### src/shared/skip_seq_map.svh
// constants for the conditional skip sequencer
`ifndef SKIP_SEQ_MAP_SVH
`define SKIP_SEQ_MAP_SVH
`define SKIP_MAX_ELEMENTS 16
`define SKIP_MAX_MARKERS 16
`define SKIP_LIST_DEPTH 64
`define SKIP_KIND_BLOCK 2'h0
`define SKIP_KIND_ELEMENT 2'h1
`define SKIP_KIND_MARKER 2'h2
`define SKIP_KIND_END 2'h3
`endif

### src/shared/skip_seq_pkg.sv
// types shared by the conditional skip sequencer
package skip_seq_pkg;
    typedef enum logic [1:0] {
        KIND_BLOCK = 2'h0,
        KIND_ELEMENT = 2'h1,
        KIND_MARKER = 2'h2,
        KIND_END = 2'h3
    } entry_kind_t;
    typedef enum {
        ST_IDLE,
        ST_RUN,
        ST_SEEK
    } seq_state_t;
endpackage : skip_seq_pkg

### src/rtl/skip_block_slot.sv
// one function block slot: holds its output between evaluations
`timescale 1ns/1ps
module skip_block_slot #(
    parameter int WIDTH = 8
) (
    input wire logic CLK,
    input wire logic RESET_N,
    input wire logic eval,
    input wire logic [WIDTH-1:0] din,
    output logic [WIDTH-1:0] dout
);
    // output only moves when the slot is evaluated
    always_ff @(posedge CLK) begin
        if (!RESET_N) begin
            dout <= '0;
        end else if (eval) begin
            dout <= din;
        end
    end
endmodule : skip_block_slot

### src/rtl/skip_sequencer.sv
// scan sequencer with forward conditional skip elements
`timescale 1ns/1ps
`include "skip_seq_map.svh"
// Behaviour
// - enabled element resumes after its paired marker
// - disabled element continues with next entry
// - backward marker: go to end, fault
// - missing marker: go to end, fault
// - up to sixteen target markers
// - pairing strictly by instance number
// - marker is a bare position, no wiring
// - skip re-evaluated every scan while enabled
// - up to sixteen skip elements
// - enable coils driven from inputs or logic
module skip_sequencer #(
    parameter int DEPTH = `SKIP_LIST_DEPTH,
    parameter int NUM = `SKIP_MAX_ELEMENTS,
    parameter int WIDTH = 8
) (
    input wire logic CLK,
    input wire logic RESET_N,
    input wire logic SCAN_START,
    input wire logic PROG_WE,
    input wire logic [$clog2(DEPTH)-1:0] PROG_ADDR,
    input wire logic [1:0] PROG_KIND,
    input wire logic [$clog2(NUM)-1:0] PROG_NUM,
    input wire logic [NUM-1:0] SKIP_ENABLE_COIL,
    input wire logic [WIDTH-1:0] BLOCK_DIN,
    output logic [NUM-1:0] SKIP_FAULT_CONTACT,
    output logic [DEPTH-1:0] BLOCK_EVAL,
    output logic [$clog2(DEPTH)-1:0] CUR_POS,
    output logic SCAN_BUSY,
    output logic SCAN_DONE
);
    localparam int AW = $clog2(DEPTH);
    localparam int NW = $clog2(NUM);

    // program list: kind and instance number per position
    logic [1:0] kind_r [DEPTH];
    logic [NW-1:0] num_r [DEPTH];
    skip_seq_pkg::seq_state_t state_r;
    logic [AW-1:0] pos_r;
    logic [AW-1:0] origin_r;
    logic [NW-1:0] seek_num_r;
    logic found_r;
    logic [WIDTH-1:0] slot_out [DEPTH];

    function automatic logic is_last(input logic [AW-1:0] p);
        is_last = (p == AW'(DEPTH - 1));
    endfunction : is_last

    // list storage written while idle; markers need no coil or contact
    always_ff @(posedge CLK) begin
        if (!RESET_N) begin
            for (int i = 0; i < DEPTH; i++) begin
                kind_r[i] <= `SKIP_KIND_END;
                num_r[i] <= '0;
            end
        end else if (PROG_WE && state_r == skip_seq_pkg::ST_IDLE) begin
            kind_r[PROG_ADDR] <= PROG_KIND;
            num_r[PROG_ADDR] <= PROG_NUM;
        end
    end

    // walk the list one entry per cycle; seek marker on taken skip
    always_ff @(posedge CLK) begin
        if (!RESET_N) begin
            state_r <= skip_seq_pkg::ST_IDLE;
            pos_r <= '0;
            origin_r <= '0;
            seek_num_r <= '0;
            found_r <= 1'b0;
            SCAN_DONE <= 1'b0;
        end else begin
            SCAN_DONE <= 1'b0;
            unique case (state_r)
                skip_seq_pkg::ST_IDLE: begin
                    if (SCAN_START) begin
                        state_r <= skip_seq_pkg::ST_RUN;
                        pos_r <= '0;
                    end
                end
                skip_seq_pkg::ST_RUN: begin
                    if (kind_r[pos_r] == `SKIP_KIND_END || is_last(pos_r)) begin
                        state_r <= skip_seq_pkg::ST_IDLE;
                        SCAN_DONE <= 1'b1;
                    end else if (kind_r[pos_r] == `SKIP_KIND_ELEMENT
                                 && SKIP_ENABLE_COIL[num_r[pos_r]]) begin
                        // search whole list so a backward marker is seen
                        state_r <= skip_seq_pkg::ST_SEEK;
                        origin_r <= pos_r;
                        seek_num_r <= num_r[pos_r];
                        found_r <= 1'b0;
                        pos_r <= '0;
                    end else begin
                        pos_r <= pos_r + 1'b1;
                    end
                end
                skip_seq_pkg::ST_SEEK: begin
                    if (kind_r[pos_r] == `SKIP_KIND_MARKER
                        && num_r[pos_r] == seek_num_r
                        && pos_r > origin_r) begin
                        state_r <= skip_seq_pkg::ST_RUN;
                        pos_r <= pos_r + 1'b1;
                    end else if (kind_r[pos_r] == `SKIP_KIND_END
                                 || is_last(pos_r)) begin
                        // no forward marker: end of list, last rung skipped
                        state_r <= skip_seq_pkg::ST_IDLE;
                        SCAN_DONE <= 1'b1;
                    end else begin
                        pos_r <= pos_r + 1'b1;
                    end
                end
            endcase
        end
    end

    // fault contact per element, refreshed whenever the element is reached
    always_ff @(posedge CLK) begin
        if (!RESET_N) begin
            SKIP_FAULT_CONTACT <= '0;
        end else if (state_r == skip_seq_pkg::ST_RUN
                     && kind_r[pos_r] == `SKIP_KIND_ELEMENT
                     && !SKIP_ENABLE_COIL[num_r[pos_r]]) begin
            SKIP_FAULT_CONTACT[num_r[pos_r]] <= 1'b0;
        end else if (state_r == skip_seq_pkg::ST_SEEK) begin
            if (kind_r[pos_r] == `SKIP_KIND_MARKER
                && num_r[pos_r] == seek_num_r && pos_r > origin_r) begin
                SKIP_FAULT_CONTACT[seek_num_r] <= 1'b0;
            end else if (kind_r[pos_r] == `SKIP_KIND_END
                         || is_last(pos_r)) begin
                SKIP_FAULT_CONTACT[seek_num_r] <= 1'b1;
            end
        end
    end

    // evaluate strobe only for blocks actually reached
    always_ff @(posedge CLK) begin
        if (!RESET_N) begin
            BLOCK_EVAL <= '0;
            CUR_POS <= '0;
            SCAN_BUSY <= 1'b0;
        end else begin
            BLOCK_EVAL <= '0;
            if (state_r == skip_seq_pkg::ST_RUN
                && kind_r[pos_r] == `SKIP_KIND_BLOCK) begin
                BLOCK_EVAL[pos_r] <= 1'b1;
            end
            CUR_POS <= pos_r;
            SCAN_BUSY <= (state_r != skip_seq_pkg::ST_IDLE);
        end
    end

    // holding slots: skipped blocks keep their last value
    for (genvar g = 0; g < DEPTH; g++) begin : g_slot
        skip_block_slot #(.WIDTH(WIDTH)) u_slot (
            .CLK(CLK),
            .RESET_N(RESET_N),
            .eval(state_r == skip_seq_pkg::ST_RUN
                  && kind_r[g] == `SKIP_KIND_BLOCK
                  && pos_r == AW'(g)),
            .din(BLOCK_DIN),
            .dout(slot_out[g])
        );
    end
endmodule : skip_sequencer

### config.mk
export PLATFORM = sky130hd
export DESIGN_NAME = skip_sequencer
export DESIGN_NICKNAME = d
export VERILOG_FILES = /design/src/shared/skip_seq_pkg.sv /design/src/rtl/skip_block_slot.sv /design/src/rtl/skip_sequencer.sv
export VERILOG_INCLUDE_DIRS = /design/src /design/src/shared
export SDC_FILE = /design/constraint.sdc
export NUM_CORES = 1
export LEC_CHECK = 0
export ABC_AREA = 1
export BUFFER_PORTS_ARGS = -buffer_cell sky130_fd_sc_hd__buf_2
export CAP_MARGIN = 20
export CORE_AREA = 3 3 248 250
export CTS_CLUSTER_SIZE = 10
export DETAILED_ROUTE_END_ITERATION = 7
export DIE_AREA = 0 0 251 253
export PLACE_DENSITY_LB_ADDON = 0.05
export SYNTH_ARGS = -nofsm -noshare
export SYNTH_HDL_FRONTEND = slang
export SYNTH_HIERARCHICAL = 1
export SYNTH_SLANG_ARGS = --single-unit
### constraint.sdc
create_clock -name CLK -period 3.4 [get_ports CLK]
set_input_delay 0.34 -clock CLK [delete_from_list [all_inputs] [get_ports CLK]]
set_output_delay 0.34 -clock CLK [all_outputs]
set_load 0.02 [all_outputs]
# == Yosys cells after proc, flatten, opt, wreduce, memory -nomap -nowiden ==
# Memories as Yosys holds them, arrays and structs flattened. A register that Yosys moved wholly into a read port is not among the register bits.
# Index checks and enable logic that the tools add are counted.
# word_totals
regBits,136
ramBits,384
memories,2
# classes
n_addsub,1
order_cmp,7
mux,41
reduce_logical,25
eq_ne,14
bitwise,6
# memory_table
memory,words,width,read_ports,rd_ports_with_merged_regs,wr,line,text
num_r,64,4,1,1,64,skip_sequencer.sv:40,logic [NW-1:0] num_r [DEPTH];
kind_r,64,2,1,1,64,skip_sequencer.sv:39,logic [1:0] kind_r [DEPTH];
# ops
operator,n
32-bit 2-to-1 mux,5
32-bit case mux with 3 select lines,1
6-bit 2-to-1 mux,11
32-bit by 2-bit equality test with 1-bit output (second input constant),2
32-bit logical NOT,2
16-bit 2-to-1 mux,4
16-bit AND,2
32-bit by 1-bit equality test with 1-bit output (second input constant),1
32-bit by 3-bit equality test with 1-bit output (second input constant),1
16-bit inverter,2
32-bit nonzero test,1
6-bit case mux with 3 select lines,1
16-bit bitwise OR,1
1-bit 2-to-1 mux,12
1-bit logical AND,10
4-bit by 5-bit < comparator with 1-bit output (second input constant),2
3-bit inequality test (second input constant),3
3-bit AND reduction,3
1-bit demux with 4-bit select,2
4-bit by 1-bit >= comparator with 1-bit output (second input constant),2
6-bit by 7-bit < comparator with 1-bit output (second input constant),1
6-bit by 1-bit adder with 6-bit output (second input constant),1
1-bit demux with 6-bit select,1
6-bit equality test (second input constant),1
other kinds (19),22

# == Depth between registers and ports, before layout ==
# depth
ltp_word,9
depth_mapped,25
ltp_nobuf,21

# == Least setup slack after synthesis ==
# No wires, ideal clock.
# synth_path
kind,reg2reg
start,reg (tool-made name)
end,reg (tool-made name)
setup_ps,114
path_stages_with_launch,18
period_less_slack_ps,2552
n_path_buf,5
path_slack_ps,848
t_arrival_ps,2438
path_cell_list,dfxtp_1 -> buf_2 -> inv_2 -> buf_4 -> buf_2 -> buf_4 -> nand3_1 -> nand3_1 -> nand2_1 -> nand2_1 -> nand3_1 -> nand3_1 -> nand2_2 -> nor3_4 -> clkbuf_1 -> nand4_1 -> a21oi_1 -> nor2_1

==> metrics.md <==
| Metric | Value |
|---|---|
| Outcome | `finished clean` |
| ANT nets after route | `0` |
| Least-Margin Pin Slew | `0.783 ns` |
| HP Start | `PROG_NUM[3]` |
| Hold depth | `3` |
| Die height | `253 um` |
| Initial core utilization | `38.2%` |
| Mapped Cells | `2,559` |
| Setup crit start kind | `flip-flop` |
| Crit path time final | `3.13 ns` |
| Critical path's largest stage delay | `0.38 ns` |
| Fillers | `5,954` |
| Port buffer count | `119` |
| Hold endpoint | `num_r[30][3]` |
| Cell Rows | `89` |
| Power Dens Cells | `521 mW/mm^2` |
| DR WL/cell | `19.0 um` |
| Layout cells sized above 1 | `10.8%` |
| Drt total wl | `66,000 um` |
| Slew HR | `47.8%` |
| Overall power | `13,500 uW` |
| Worst path cell trace | `buf_4, buf_16, buf_4, nand2_1, nand3_1, nand3_1, nand2_1, nand2_1, nand3_1, nand3_1, nand2_1, nand2_1, nand2_1, nor2_1, nand3_2, nand2_1, nand2_2, clkinv_2, buf_12, nand3_1, nand2_1, nand2_1, nor2_1` |
| TNS Setup | `0 ns` |
| Worst min-delay path class | `input port to flip-flop` |
| Synthesized flop and latch total | `496` |
| Vias | `17,400` |
| Gp weighted congestion | `0.838` |
| Worst vdd ir | `0.443 mV` |
| Initial drt markers | `1,180` |
| Via density | `5.01` |
| Register area share after synthesis | `60.9%` |
| N_diodes | `0` |
| Clock-pin slew on the worst setup and hold paths | `0.06 ns` |
| Distinct cells, synth | `37` |
| CP Class | `flip-flop to flip-flop` |
| All-Layer GR Usage | `20.7%` |
| Max-slew violations | `0` |
| Final Cycle Share | `92.0%` |
| Reg2reg path depth | `23` |
| CTS tree | `yes` |
| Die area | `0.0635 sq mm` |
| Worst R2R Setup Slack | `0.27 ns` |
| Post-Syn Nets | `2,609` |
| Drt drc | `0` |
| Clk root buf | `clkbuf_16` |
| Layout Area Growth over Synthesis | `14.5%` |
| Clock buffer depth | `3` |
| Number of max-cap violations | `0` |
| YS warnings | `6` |
| Pin count of the biggest net entering global routing | `73` |
| Arr. time, crit path | `3.68 ns` |
| Placed wire-length estimate | `42,500 um` |
| Leakage | `0.0101 uW` |
| First-pass GRT wire length | `100,000 um` |
| Clock sink count | `496` |
| Final Hold Fails | `0` |
| Worst Skew | `0.0246 ns` |
| Syn avg cell area | `8.83 sq um` |
| Clock buffer count from CTS | `58` |
| Vias in the first global route | `17,000` |
| Die W | `251 um` |
| Util after Layout | `43.7%` |
| Worst-Skew Late Latency | `0.62 ns` |
| Core Area | `0.0592 sq mm` |
| Initial antenna violation count | `0` |
| Setup violations, final | `0` |
| TritonRoute pass-1 iters | `6` |
| Crit Path Max Fanout | `29` |
| Fmax | `0.320 GHz` |
| CP Capture Type | `flip-flop` |
| Synthesized cell area | `0.0226 sq mm` |
| Top cell by count, worst path | `nand2_1` |
| Hold_buf cts | `0` |
| CP max stage cell | `dfxtp_4` |
| Unrepaired setup endpoints after global routing | `no` |
| Gr ovfl total | `0` |
| Htree depth | `2` |
| Commonest non-fill, non-tap cell in the layout | `nand2_1` |
| Worst path required time | `3.95 ns` |
| # IOs | `128` |
| Fin nets | `2,714` |
| Most frequent cells in the layout | `816 x nand2_1, 443 x nor2_1, 384 x edfxtp_1, 358 x nand3_1, 153 x inv_1` |
## what timing repair did
| item | 4_1_cts | 5_1_grt |
|---|---|---|
| endpoints found under the setup margin | 0 | 28 |
| setup buffers | 0 | 5 |
| gates resized for setup | 0 | 9 |
## cell usage after synthesis, drive strengths merged
master,number,area share (%)
dfxtp,112,9.9
nor2,444,7.4
edfxtp,384,51
nor4,2,0.055
nand2,823,14
or2,1,0.028
buf,87,2.6
nand4,27,0.75
o21ai,17,0.43
xor2,2,0.078
ha,10,0.55
nor3b,1,0.033
a21oi,38,0.92
clkinv,3,0.055
a21boi,1,0.033
nor3,11,0.29
o21a,1,0.033
nand3,363,8.1
inv,167,2.8
nand3b,7,0.23
a31oi,1,0.028
o211ai,1,0.033
xnor2,1,0.039
clkbuf,55,0.91
## stage by stage
stage | hold slack [ns] | cell area [sq um] | instances | setup WS (ns)
finish | 0.193 | 25900 | 3470 | 0.273
global route | 0.204 | 25900 | 3470 | 0.0144
CTS | 0.165 | 25800 | 3464 | 0.175
detailed placement | 0.453 | 24100 | 3371 | 0.185
global placement | 0.448 | 24100 | 3371 | 0.199
floorplan | 0.433 | 22600 | 2559 | 0.848
## sequential cells by signal (all words and copies together) (netlist names), named ones only
| register | flops |
|---|---|
| state_r | 2 |
| CUR_POS | 6 |
| SCAN_BUSY | 1 |
| num_r | 256 |
| BLOCK_EVAL | 64 |
| SCAN_DONE | 1 |
| seek_num_r | 4 |
| pos_r | 6 |
| origin_r | 6 |
| kind_r | 128 |
## cell families after synthesis
kind of cell	synth area share (%)
simple gates	30.6
flops	60.9
buf+inv	6.32
compound gates	1.48
fa+ha+maj	0.554
xor+xnor	0.116
## final cells by class
class	instances	area [sq um]	share of cell area [%]
timing repair buffer	187	1420	5.49
multi-input combinational	1751	7430	28.7
clock inverter	10	62.6	0.242
clock buffer	83	1580	6.09
tap	773	967	3.74
inverter	170	647	2.50
sequential	496	13800	53.2
## how the worst max path moves through the flow
stage	depth (start not counted)	to
3_3_place_gp	22	flip-flop
5_1_grt	21	flip-flop
3_5_place_dp	22	flip-flop
6_report	23	flip-flop
4_1_cts	19	flip-flop
2_1_floorplan	17	flip-flop
## critical path: cells and delay by family (launching register included)
family	cells	cell delay, ns
flops	1	0.38
simple gates	18	1.88
buf+inv	5	0.77
## metal layers
layer  GRT usage (%)  vias to the layer above  part of all wire, %
li1                -                     8574                    -
met1            28.0                     8262                   45
met2            34.9                      445                   48
met3            2.77                       93                  5.2
met4            5.82                        0                  2.3
met5               0                        -                    0
## power breakdown
| part | internal [uW] | switching, uW |
|---|---|---|
| sequential | 6640 | 43.0 |
| combinational | 331 | 872 |
| clock | 3180 | 2430 |
No activity file was read; power rests on OpenSTA's default activity.
